<file path="src/verilog/eac_pkg.sv">
// Constants, types and register map shared by the enclave access checker.
package eac_pkg;
    // Widths.
    localparam int AW = 32;
    localparam int PG_LSB = 12;
    localparam int PW = AW - PG_LSB;
    localparam int SEL_W = 16;
    localparam int PAGES = 16;
    localparam int IDX_W = 4;
    localparam int EC_W = 16;
    localparam int BUS_AW = 8;
    localparam int BUS_DW = 32;
    // Register byte offsets.
    localparam logic [BUS_AW-1:0] REG_RANGE_BASE = 8'h00;
    localparam logic [BUS_AW-1:0] REG_RANGE_LIMIT = 8'h04;
    localparam logic [BUS_AW-1:0] REG_STATUS = 8'h08;
    localparam logic [BUS_AW-1:0] REG_LAST_CODE = 8'h0c;
    localparam logic [BUS_AW-1:0] REG_CTRL_PA = 8'h10;
    // Status register fields.
    localparam int STAT_ENC_BIT = 0;
    localparam int STAT_PAV_BIT = 1;
    localparam int STAT_GP_BIT = 2;
    localparam int STAT_PF_BIT = 3;
    // Reset values.
    localparam logic [AW-1:0] RANGE_BASE_RST = 32'h0000_0000;
    localparam logic [AW-1:0] RANGE_LIMIT_RST = 32'h0000_0000;
    // Fault error code fields.
    localparam int EC_PRESENT_BIT = 0;
    localparam int EC_WRITE_BIT = 1;
    localparam int EC_FETCH_BIT = 4;
    localparam int EC_ENCL_BIT = 15;
    localparam logic [EC_W-1:0] GP_CODE = 16'h0000;
    // Permission and page state bit positions.
    localparam int PERM_R = 0;
    localparam int PERM_W = 1;
    localparam int PERM_X = 2;
    localparam int ST_BLOCKED = 0;
    localparam int ST_PENDING = 1;
    localparam int ST_MODIFIED = 2;
    // Operand column one maps to the second general register.
    localparam logic [1:0] OPREG_FIRST = 2'h1;
    // Leaf operations seen by the checker.
    typedef enum logic [2:0] {
        LEAF_NONE = 3'b000, LEAF_ENTER = 3'b001, LEAF_RESUME = 3'b010, LEAF_EXIT = 3'b011,
        LEAF_ASYNC_EXIT = 3'b100, LEAF_ADD = 3'b101, LEAF_AUGMENT = 3'b110,
        LEAF_REMOVE = 3'b111
    } eac_leaf_e;
    // Access kinds.
    typedef enum logic [1:0] {
        ACC_READ = 2'b00, ACC_WRITE = 2'b01, ACC_FETCH = 2'b10
    } eac_acc_e;
    // Page types.
    typedef enum logic [2:0] {
        PT_REGULAR = 3'b000, PT_CONTROL = 3'b001, PT_THREAD = 3'b010,
        PT_VERSION = 3'b011, PT_TRIMMED = 3'b100
    } eac_ptype_e;
endpackage : eac_pkg

</file>
<file path="src/verilog/eac_owner_mem.sv">
// Per-page cache of the owning control structure physical page.
`timescale 1ns/1ps
module eac_owner_mem (
    // Clock and reset
    input wire logic clk,
    input wire logic resetn,
    // Write port
    input wire logic wrEn,
    input wire logic [eac_pkg::IDX_W-1:0] wrIdx,
    input wire logic wrValid,
    input wire logic [eac_pkg::PW-1:0] wrPa,
    // Read port, data one cycle later
    input wire logic [eac_pkg::IDX_W-1:0] rdIdx,
    output wire logic rdValid,
    output wire logic [eac_pkg::PW-1:0] rdPa
);
    import eac_pkg::*;

    typedef struct packed {
        logic [PAGES-1:0] valid;
        logic [PAGES-1:0][PW-1:0] pa;
        logic rdValid;
        logic [PW-1:0] rdPa;
    } eac_mem_s;

    eac_mem_s st;
    eac_mem_s next_st;

    // Read sees the old entry when a write hits the same index.
    always_comb begin
        next_st = st;
        next_st.rdValid = st.valid[rdIdx];
        next_st.rdPa = st.pa[rdIdx];
        if (wrEn) begin
            next_st.valid[wrIdx] = wrValid;
            next_st.pa[wrIdx] = wrPa;
        end
    end

    // Reset drops every binding so no stale owner can match.
    always_ff @(posedge clk) begin
        if (!resetn) begin
            st <= '0;
        end else begin
            st <= next_st;
        end
    end

    assign rdValid = st.rdValid;
    assign rdPa = st.rdPa;
endmodule : eac_owner_mem

</file>
<file path="config.mk">
export PLATFORM = sky130hd
export DESIGN_NAME = eac_owner_mem
export DESIGN_NICKNAME = d
export VERILOG_FILES = /design/src/verilog/eac_pkg.sv /design/src/verilog/eac_owner_mem.sv
export SDC_FILE = /design/constraint.sdc
export NUM_CORES = 1
export LEC_CHECK = 0
export BUFFER_PORTS_ARGS = -buffer_cell sky130_fd_sc_hd__buf_2
export CAP_MARGIN = 0
export CORE_MARGIN = 4
export CORE_UTILIZATION = 35
export CTS_BUF_LIST = sky130_fd_sc_hd__clkbuf_4
export DETAILED_ROUTE_END_ITERATION = 10
export PLACE_DENSITY = 0.49
export SLEW_MARGIN = 20
export SYNTH_ARGS = -nofsm -noshare
export SYNTH_HDL_FRONTEND = slang
export SYNTH_SLANG_ARGS = --single-unit
</file>
<file path="constraint.sdc">
create_clock -name clk -period 2.84 [get_ports clk]
set_clock_uncertainty 0.05 [all_clocks]
set_input_delay 0.426 -clock clk [delete_from_list [all_inputs] [get_ports clk]]
set_output_delay 0.426 -clock clk [all_outputs]
set_load 0.05 [all_outputs]
</file>
==> results of run 1 <==
==> cells in the final DEF, fill, tap and decap left out, types with 2 or more instances in the layout <==
master / Yosys / layout
nand2_1: 4 / 2
inv_2: 0 / 3
and2_2: 0 / 2
nor3b_4: 0 / 2
nor2_1: 6 / 5
dfxtp_1: 357 / 357
nand2b_2: 0 / 2
clkbuf_4: 0 / 161
o22ai_1: 5 / 5
a22o_1: 16 / 16
a221o_1: 16 / 16
and3b_2: 0 / 2
o21ai_0: 309 / 309
a21oi_1: 336 / 336
nor2b_4: 0 / 2
buf_2: 54 / 50
nand3_1: 337 / 336
nand2_2: 0 / 2
o221ai_1: 5 / 5
buf_4: 23 / 39
mux4_1: 17 / 17
or3b_2: 2 / 2
buf_12: 2 / 20
mux4_2: 62 / 62
clkinv_1: 0 / 9
mux2i_1: 5 / 5
mux2_2: 10 / 10
o21ai_1: 27 / 27
dlygate4sd3_1: 0 / 21
nand3b_1: 2 / 2
==> cell type report <==
type                    instances  area share [%]
flip-flops and latches        357            39.5
multi-input cells            1181            42.9
inverters                       2          0.0830
repair buffers                131            6.44
well taps                     600            4.15
clock inverters                11           0.228
clock buffers                 161            6.68
diodes                          1          0.0138
==> power groups by stage <==
stage	Sequential (mW)	Combinational, mW	Clock [mW]
after floorplan	5.20	0.599	0
after global placement	5.21	0.957	0
after detailed placement	5.21	0.962	0
after CTS	5.10	0.988	4.81
after global routing	5.10	1.05	5.07
final	5.10	1.00	4.70
==> logic make-up (layout without fill, tap and decap cells) <==
group	after synthesis	in the layout	synth area share (%)
simple gates	373	373	12.0
flops	357	357	44.5
mux	94	94	12.5
other cells	0	1	0
compound gates	714	714	23.3
buf+inv	274	305	7.79
==> per-layer routing <==
| metal | GRT usage [%] | up-vias |
|---|---|---|
| met4 | 8.59 | 0 |
| met5 | 0 | - |
| met3 | 3.59 | 129 |
| li1 | - | 6627 |
| met2 | 38.0 | 658 |
| met1 | 30.5 | 7297 |
==> stage by stage <==
| stage | instances | setup WS, ps | hold slack (ps) | instance area (µm²) | power [mW] |
|---|---|---|---|---|---|
| after floorplan | 1812 | 923 | 399 | 16100 | 5.80 |
| after global placement | 2250 | 541 | 406 | 16600 | 6.17 |
| after detailed placement | 2250 | 523 | 414 | 16600 | 6.17 |
| after CTS | 2443 | 814 | 13.0 | 18100 | 10.9 |
| after global routing | 2444 | 831 | 44.5 | 18100 | 11.2 |
| final | 2444 | 878 | 78.4 | 18100 | 10.8 |
==> how the worst max path moves through the flow <==
stage,startpoint,endpoint,slack (ps)
6_report,rdPa[15],rdPa[15],880
4_1_cts,rdPa[15],rdPa[15],810
3_5_place_dp,wrIdx[3],st[209],520
5_1_grt,rdPa[15],rdPa[15],830
2_1_floorplan,rdIdx[2],rdPa[10],920
3_3_place_gp,wrIdx[3],st[219],540
==> flip-flops by register name, summed over array words and instances (netlist names) <==
signal / count
rdPa: 20
rdValid: 1
st: 336
==> worst register-to-register path: cells and delay by family (launching register included) <==
family	cells	cell delay, ps
mux	1	530
flops	1	310
compound gates	2	510
==> results.yml, run 1 <==
outcome:
  status: "finished clean"
drt:
  drc: 0
  via_count: 14700
  wl_per_cell_um: 24.2
  ant_nets: 0
  first_iter_violations: 1764
  firstDrtPassIters: 5
  routed.top_layer: "met4"
  wl_met2_mm: 28.2
  wl_met3_mm: 4.13
  wl_met1_mm: 25.2
  drt-total-wl_mm: 59.2
  vias_per_cell: 6.02
logic_synthesis:
  synth.most_common_cell: "dfxtp_1"
  yosysWarnings: 0
  synth_common_cells: "dfxtp_1 (357), nand3_1 (337), a21oi_1 (336)"
  ys_types: 37
  synth_ff_type: "dfxtp_1"
  synth_area_leaders: "dfxtp_1 (44%), nand3_1 (10%), a21oi_1 (10%), o21ai_0 (9.6%), mux4_2 (8.7%)"
  seq_area_frac_synth_pct: 44.5
  synth_cells: 1812
  async_flop_share_pct: 0
  synth-seq-cells: 357
  synthesis.area_um2: 16100
  synth_area_leader_cell: "dfxtp_1"
  syn_area_per_cell_um2: 8.87
  synth_fp_nets: 1844
  netlist.area_leader.share_pct: 44.5
  synth_edf_count: 0
pwr:
  switching_share_pct: 27.3
  internal_power_mw: 7.86
  switchingPower_mw: 2.95
  power_frac_seq_pct: 47.2
  p_comb_share_pct: 9.3
  power_frac_clock_pct: 43.5
  peakVddDrop_mv: 0.264
  p_leak_nw: 6.01
  p_per_area_nw_per_um2: 597
setup_path:
  arrival_ps: 1490
  worst_ep_required_time_ps: 2360
  rrSetupSlack_ps: 1330
  regToRegStartpoint: "st[142]"
  endpoint_kind: "output pin"
  r2r_cells: 3
  cp_cell_sequence: "buf_2"
  worstSetupStartpointType: "flop"
  rr_endpoint: "rdPa[1]"
  cp_top_family: "flip-flops"
  cp_num_buf_inv: 1
  critPathMaxStageDelay_ps: 420
  cpMaxStageDelayCell: "dfxtp_1"
  crit_fanout: 1
  crit_cells: 1
  critPathKind: "reg -> out"
cts:
  cts_resized: 0
  clk_pin_slew_ps: 70
  cts_hold_buf: 21
  cts.sinks: 357
  cts_setup_buffers: 0
  cts-root-buf: "clkbuf_4"
  cts_buffers: 96
  clk_latency_ps: 770
  cts_tree: "done"
  clockBufferDepth: 3
  htreeDepth: 3
sta:
  fmax_mhz: 510
  max-slew-margin-rel_pct: 25.7
  rsz0062_at_grt: "false"
  hold_viol: 0
  setup_viol: 0
  worst_pin_slew_ps: 1110
  fin_tns_setup_ps: 0
  slew_viol_final: 0
  period_share_pct: 69.1
  fin_crit_ps: 1960
floorplanning:
  design.die.area_um2: 49400
  die_y_um: 222
  die_w_um: 222
  io_pins: 53
  design.core.area_um2: 45400
  rows: 78
  start_util_pct: 35.4
min_path:
  hp-class: "in -> reg"
  hold_path.startpoint: "wrIdx[3]"
  worstHoldPathCells: 3
  hold_end: "st[269]"
placed_design:
  gp_congestion: 0.755
  dpl.hpwl_mm: 30.3
  numPortBuffers: 52
grt:
  grt_max_degree: 87
  antenna_found_initial: 1
  grt_pass1_vias: 14300
  grt_use_total_pct: 23.0
  overflow: 0
  grt_pass1_wl_mm: 89.1
final_layout:
  drive_gt1_share_pct: 20.0
  multi_input_area_um2: 7760
  area_delta_synth_final_pct: 12.5
  post-route-util_pct: 39.9
  fillers: 4549
  seqCellArea_um2: 7150
  final_nets: 1801
job:
  maxCapViolations: 0
Power figures use the tool's default switching activity.
==> run 2, diff against run 1 <==
--- a/config.mk
+++ b/config.mk
@@ -11,7 +11,7 @@
 export CORE_UTILIZATION = 35
 export CTS_BUF_LIST = sky130_fd_sc_hd__clkbuf_4
 export DETAILED_ROUTE_END_ITERATION = 10
-export PLACE_DENSITY = 0.49
+export PLACE_DENSITY = 0.51
 export SLEW_MARGIN = 20
 export SYNTH_ARGS = -nofsm -noshare
 export SYNTH_HDL_FRONTEND = slang
==> constraint.sdc (replaced) <==
create_clock -name clk -period 1.65 [get_ports clk]
set_clock_uncertainty 0.05 [all_clocks]
set_input_delay 0.2475 -clock clk [delete_from_list [all_inputs] [get_ports clk]]
set_output_delay 0.2475 -clock clk [all_outputs]
set_load 0.05 [all_outputs]
==> results.yml, run 2 (synthesized netlist as in run 1, its figures left out) <==
sta:
  fmax_mhz: 623
  hold_viol: 0
  fin_crit_ps: 1610
  period_share_pct: 97.3
  worst_pin_slew_ps: 565
  setup_slack_ps: 44.8
  rsz0062_at_grt: "true"
  max-slew-margin-rel_pct: 62.3
  slew_viol_final: 0
  setup_viol: 0
floorplanning:
  io_pins: 53
  rows: 78
  design.core.area_um2: 45400
  design.die.area_um2: 49400
  die_w_um: 222
  start_util_pct: 35.4
  die_y_um: 222
setup_path:
  regToRegStartpoint: "st[62]"
  critPathMaxStageDelay_ps: 370
  rr_endpoint: "rdPa[1]"
  arrival_ps: 1310
  cp_cell_sequence: "buf_8"
  worst_ep_required_time_ps: 1350
  critPathLaunch: "rdPa[19]"
  r2r_cells: 3
  worstSetupStartpointType: "flop"
  cp_num_buf_inv: 1
  endpoint_kind: "output pin"
  cp_top_family: "flip-flops"
  rrSetupSlack_ps: 180
  critPathKind: "reg -> out"
  crit_fanout: 1
  cpMaxStageDelayCell: "dfxtp_4"
cts:
  clockBufferDepth: 3
  cts_setup_buffers: 0
  cts-root-buf: "clkbuf_4"
  cts_tree: "done"
  cts_buffers: 97
  clk_pin_slew_ps: 60
  cts.sinks: 357
  clk_latency_ps: 790
  htreeDepth: 3
drt:
  drt-total-wl_mm: 60.1
  ant_nets: 0
  wl_per_cell_um: 24.1
  drc: 0
  via_count: 15000
  vias_per_cell: 6.04
  first_iter_violations: 1497
  firstDrtPassIters: 5
final_layout:
  largest_register_ffs: 336
  drive_gt1_share_pct: 22.0
  area_delta_synth_final_pct: 18.2
  final_nets: 1848
  final_cell_mix: "dfxtp_1 (344), nand3_1 (336), a21oi_1 (336)"
  regMostFlops: "st"
  layout_commonest_cell: "dfxtp_1"
placed_design:
  dp_slack_ps: -206
  dpl.hpwl_mm: 32.4
  numPortBuffers: 52
  gp_congestion: 0.756
pwr:
  power_mw: 18.6
  p_leak_nw: 6.36
  peakVddDrop_mv: 0.455
  p_per_area_nw_per_um2: 977
min_path:
  hold_end: "rdPa[19]"
  hold_path.startpoint: "rdIdx[0]"
  hp-class: "in -> reg"
  worstHoldPathCells: 4
grt:
  antenna_found_initial: 1
  grt_pass1_wl_mm: 92.1
  grt_use_total_pct: 23.7
  grt_pass1_vias: 14900
  overflow: 0
  grt_max_degree: 73
job:
  maxCapViolations: 0
outcome:
  status: "finished clean"
run 2: changes by cell type in the layout (fill, tap and decap cells not counted), sizes merged, moves of 2 or more:
cell         change
buf             +41
clkbuf          -12
clkinv           +7
clkinvlp         +2
diode            +2
dlygate4sd3      +5
run 2: how the worst max path moves through the flow:
| stage | endpoint | cells after the start |
|---|---|---|
| after detailed placement | rdPa[1] | 5 |
| after global placement | rdValid | 5 |
| after floorplan | rdPa[2] | 5 |
| after CTS | rdPa[0] | 1 |
| final | rdPa[19] | 1 |
| after global routing | rdPa[0] | 1 |
run 2: where the power goes:
group | switching, mW | leakage, nW | internal (mW) | total [mW]
sequential | 0.0586 | 2.89 | 8.72 | 8.78
clock | 3.79 | 0.726 | 4.08 | 7.86
combinational | 1.30 | 2.74 | 0.630 | 1.93
run 2: worst min-delay path, cell delays in order:
cell     delay [ps]
buf_6           160
mux4_1          260
a22o_1          140
a221o_1          90
run 2: layer usage:
metal  wire length (µm)  share of wire [%]  track usage (%)
met5                  0                  0                0
met1              25100                 42             30.7
met2              29300                 49             39.6
met4               1690                2.8             8.53
met3               4050                6.7             4.52
run 2: area by class of cell:
| cell class | instances | area, µm² |
|---|---|---|
| Clock inverter | 21 | 87.6 |
| Inverter | 2 | 15.0 |
| Antenna cell | 3 | 7.51 |
| Tap cell | 600 | 751 |
| Sequential cell | 357 | 7180 |
| Fill cell | 4486 | 26400 |
| Multi-Input combinational cell | 1181 | 7760 |
| Clock buffer | 149 | 1120 |
| Timing Repair Buffer | 177 | 2090 |
run 2: per-stage QoR:
step	setup TNS, ps	hold WS [ps]	area (µm²)	util, %	cells
3_3_place_gp	-2550	405	17400	38.2	2291
3_5_place_dp	-2740	413	17400	38.2	2291
5_1_grt	-20.1	82.6	19000	41.9	2488
6_report	0	95.1	19000	41.9	2490
4_1_cts	-111	23.9	19000	41.9	2487
2_1_floorplan	0	399	16100	-	1812
run 2: repair_timing:
action                                 4_1_cts  5_1_grt
resized for setup                           67        0
endpoints found under the hold margin      341        0
hold buffers                                26        0
setup endpoints to repair                   21        3
==> run 3, diff against run 2 <==
--- a/config.mk
+++ b/config.mk
@@ -12,7 +12,6 @@
 export CTS_BUF_LIST = sky130_fd_sc_hd__clkbuf_4
 export DETAILED_ROUTE_END_ITERATION = 10
 export PLACE_DENSITY = 0.51
-export SLEW_MARGIN = 20
 export SYNTH_ARGS = -nofsm -noshare
 export SYNTH_HDL_FRONTEND = slang
 export SYNTH_SLANG_ARGS = --single-unit
==> constraint.sdc (replaced) <==
create_clock -name clk -period 1.65 [get_ports clk]
set_clock_uncertainty 0.05 [all_clocks]
set_input_delay 0.33 -clock clk [delete_from_list [all_inputs] [get_ports clk]]
set_output_delay 0.33 -clock clk [all_outputs]
set_load 0.05 [all_outputs]
==> results.yml, run 3 (synthesized netlist as in run 1, its figures left out) <==
drt:
  drt-total-wl_mm: 59.2
  firstDrtPassIters: 5
  ant_nets: 0
  first_iter_violations: 1639
  drc: 0
  vias_per_cell: 6.00
  wl_per_cell_um: 23.6
  via_count: 15100
sta:
  period_share_pct: 103
  fin_crit_ps: 1710
  setup_slack_ps: -57.0
  worst_pin_slew_ps: 615
  fin_tns_setup_ps: -407
  setup_viol: 15
  slew_viol_final: 0
  hold_viol: 0
  rsz0062_at_grt: "true"
  fmax_mhz: 586
  max-slew-margin-rel_pct: 59.0
pwr:
  internal_power_mw: 13.6
  p_per_area_nw_per_um2: 979
  peakVddDrop_mv: 0.618
  power_frac_seq_pct: 46.7
  p_leak_nw: 6.42
  power_frac_clock_pct: 42.9
  switching_share_pct: 27.6
  power_mw: 18.8
  p_comb_share_pct: 10.4
  switchingPower_mw: 5.20
min_path:
  hp-class: "in -> reg"
  worstHoldPathCells: 5
  hold_path.startpoint: "resetn"
  hold_end: "rdPa[6]"
placed_design:
  gp_congestion: 0.790
  placed_area_um2: 17500
  dpl.hpwl_mm: 32.7
  placedCellCount: 2314
  dp_slack_ps: -263
  numPortBuffers: 52
grt:
  overflow: 0
  met1_usage_pct: 30.9
  grt_max_degree: 74
  grt_pass1_wl_mm: 89.4
  use_met2_pct: 36.5
  grt_pass1_vias: 14600
  antenna_found_initial: 1
  grt_use_total_pct: 23.0
  gr-max-usage-layer: "met2"
  grt_use_met3_pct: 4.68
final_layout:
  largest_register_ffs: 336
  stdcell_count: 2509
  final_nets: 1869
  design_area_um2: 19200
  regMostFlops: "st"
  drive_gt1_share_pct: 23.7
  fillers: 4443
  final_cell_mix: "nand3_1 (336), a21oi_1 (336), dfxtp_1 (336)"
  area_delta_synth_final_pct: 19.6
cts:
  clockBufferDepth: 3
  cts.sinks: 357
  clk_pin_slew_ps: 70
  cts-root-buf: "clkbuf_4"
  cts_tree: "done"
  htreeDepth: 3
  clk_latency_ps: 800
  cts_buffers: 97
floorplanning:
  rows: 78
  die_w_um: 222
  design.die.area_um2: 49400
  io_pins: 53
  die_y_um: 222
  design.core.area_um2: 45400
  start_util_pct: 35.4
job:
  maxCapViolations: 0
setup_path:
  r2r_cells: 3
  critPathMaxStageDelay_ps: 370
  rrSetupSlack_ps: 140
  regToRegStartpoint: "st[344]"
  worst_ep_required_time_ps: 1270
  critPathKind: "reg -> out"
  arrival_ps: 1330
  cp_num_buf_inv: 1
  cp_top_family: "flip-flops"
  cpMaxStageDelayCell: "dfxtp_4"
  crit_fanout: 1
  cp_cell_sequence: "buf_8"
  endpoint_kind: "output pin"
  worstSetupStartpointType: "flop"
  rr_endpoint: "rdValid"
outcome:
  status: "complete, but fails checks"
  violations: "negative setup slack"
## run 3: worst register-to-register path, cell delays in order (launching register included)
cell,delay [ps]
dfxtp_1,330
mux4_1,500
a22o_1,240
a221o_1,270
## run 3: worst max-delay path by stage
stage                  start  endpoint  slack, ps  depth (start not counted)
floorplan           rdIdx[0]  rdPa[16]        -40                          5
global placement    rdIdx[0]   rdPa[1]       -260                          5
detailed placement  rdIdx[0]   rdPa[1]       -260                          5
CTS                  rdPa[0]   rdPa[0]       -150                          1
global route         rdPa[0]   rdPa[0]       -130                          1
finish               rdPa[1]   rdPa[1]        -60                          1
## run 3: layout make-up
| cell class | count | area (µm²) | area share (%) |
|---|---|---|---|
| tap | 600 | 751 | 3.90 |
| antenna | 3 | 7.51 | 0.0390 |
| inverter | 2 | 15.0 | 0.0781 |
| sequential | 357 | 7190 | 37.4 |
| multi-input combinational | 1181 | 7720 | 40.1 |
| clock buffer | 142 | 1070 | 5.54 |
| timing repair buffer | 198 | 2320 | 12.0 |
| clock inverter | 26 | 166 | 0.865 |
## run 3: metal layers
layer,share of wire [%],vias up
met5,0,-
met4,2.6,0
met3,7.6,113
met2,47,672
met1,43,7522
li1,-,6745
## run 3: repair_timing
item / 4_1_cts / 5_1_grt
hold buffers: 24 / 0
hold endpoints to repair: 341 / 0
buffers inserted: 0 / 0
setup endpoints to repair: 21 / 21
gates resized for setup: 87 / 2
## run 3: power by group through the flow
stage	combinational, mW	sequential, mW	clock [mW]
5_1_grt	2.05	8.78	8.71
3_3_place_gp	1.85	8.98	0
3_5_place_dp	1.86	8.98	0
4_1_cts	1.93	8.78	8.26
6_report	1.96	8.78	8.07
2_1_floorplan	1.04	8.95	0
## run 3: metrics by stage
| step | hold WS, ps | util [%] |
|---|---|---|
| 2_1_floorplan | 399 | - |
| 3_3_place_gp | 409 | 38.6 |
| 3_5_place_dp | 414 | 38.6 |
| 4_1_cts | 9.30 | 42.3 |
| 5_1_grt | 88.7 | 42.4 |
| 6_report | 95.8 | 42.4 |
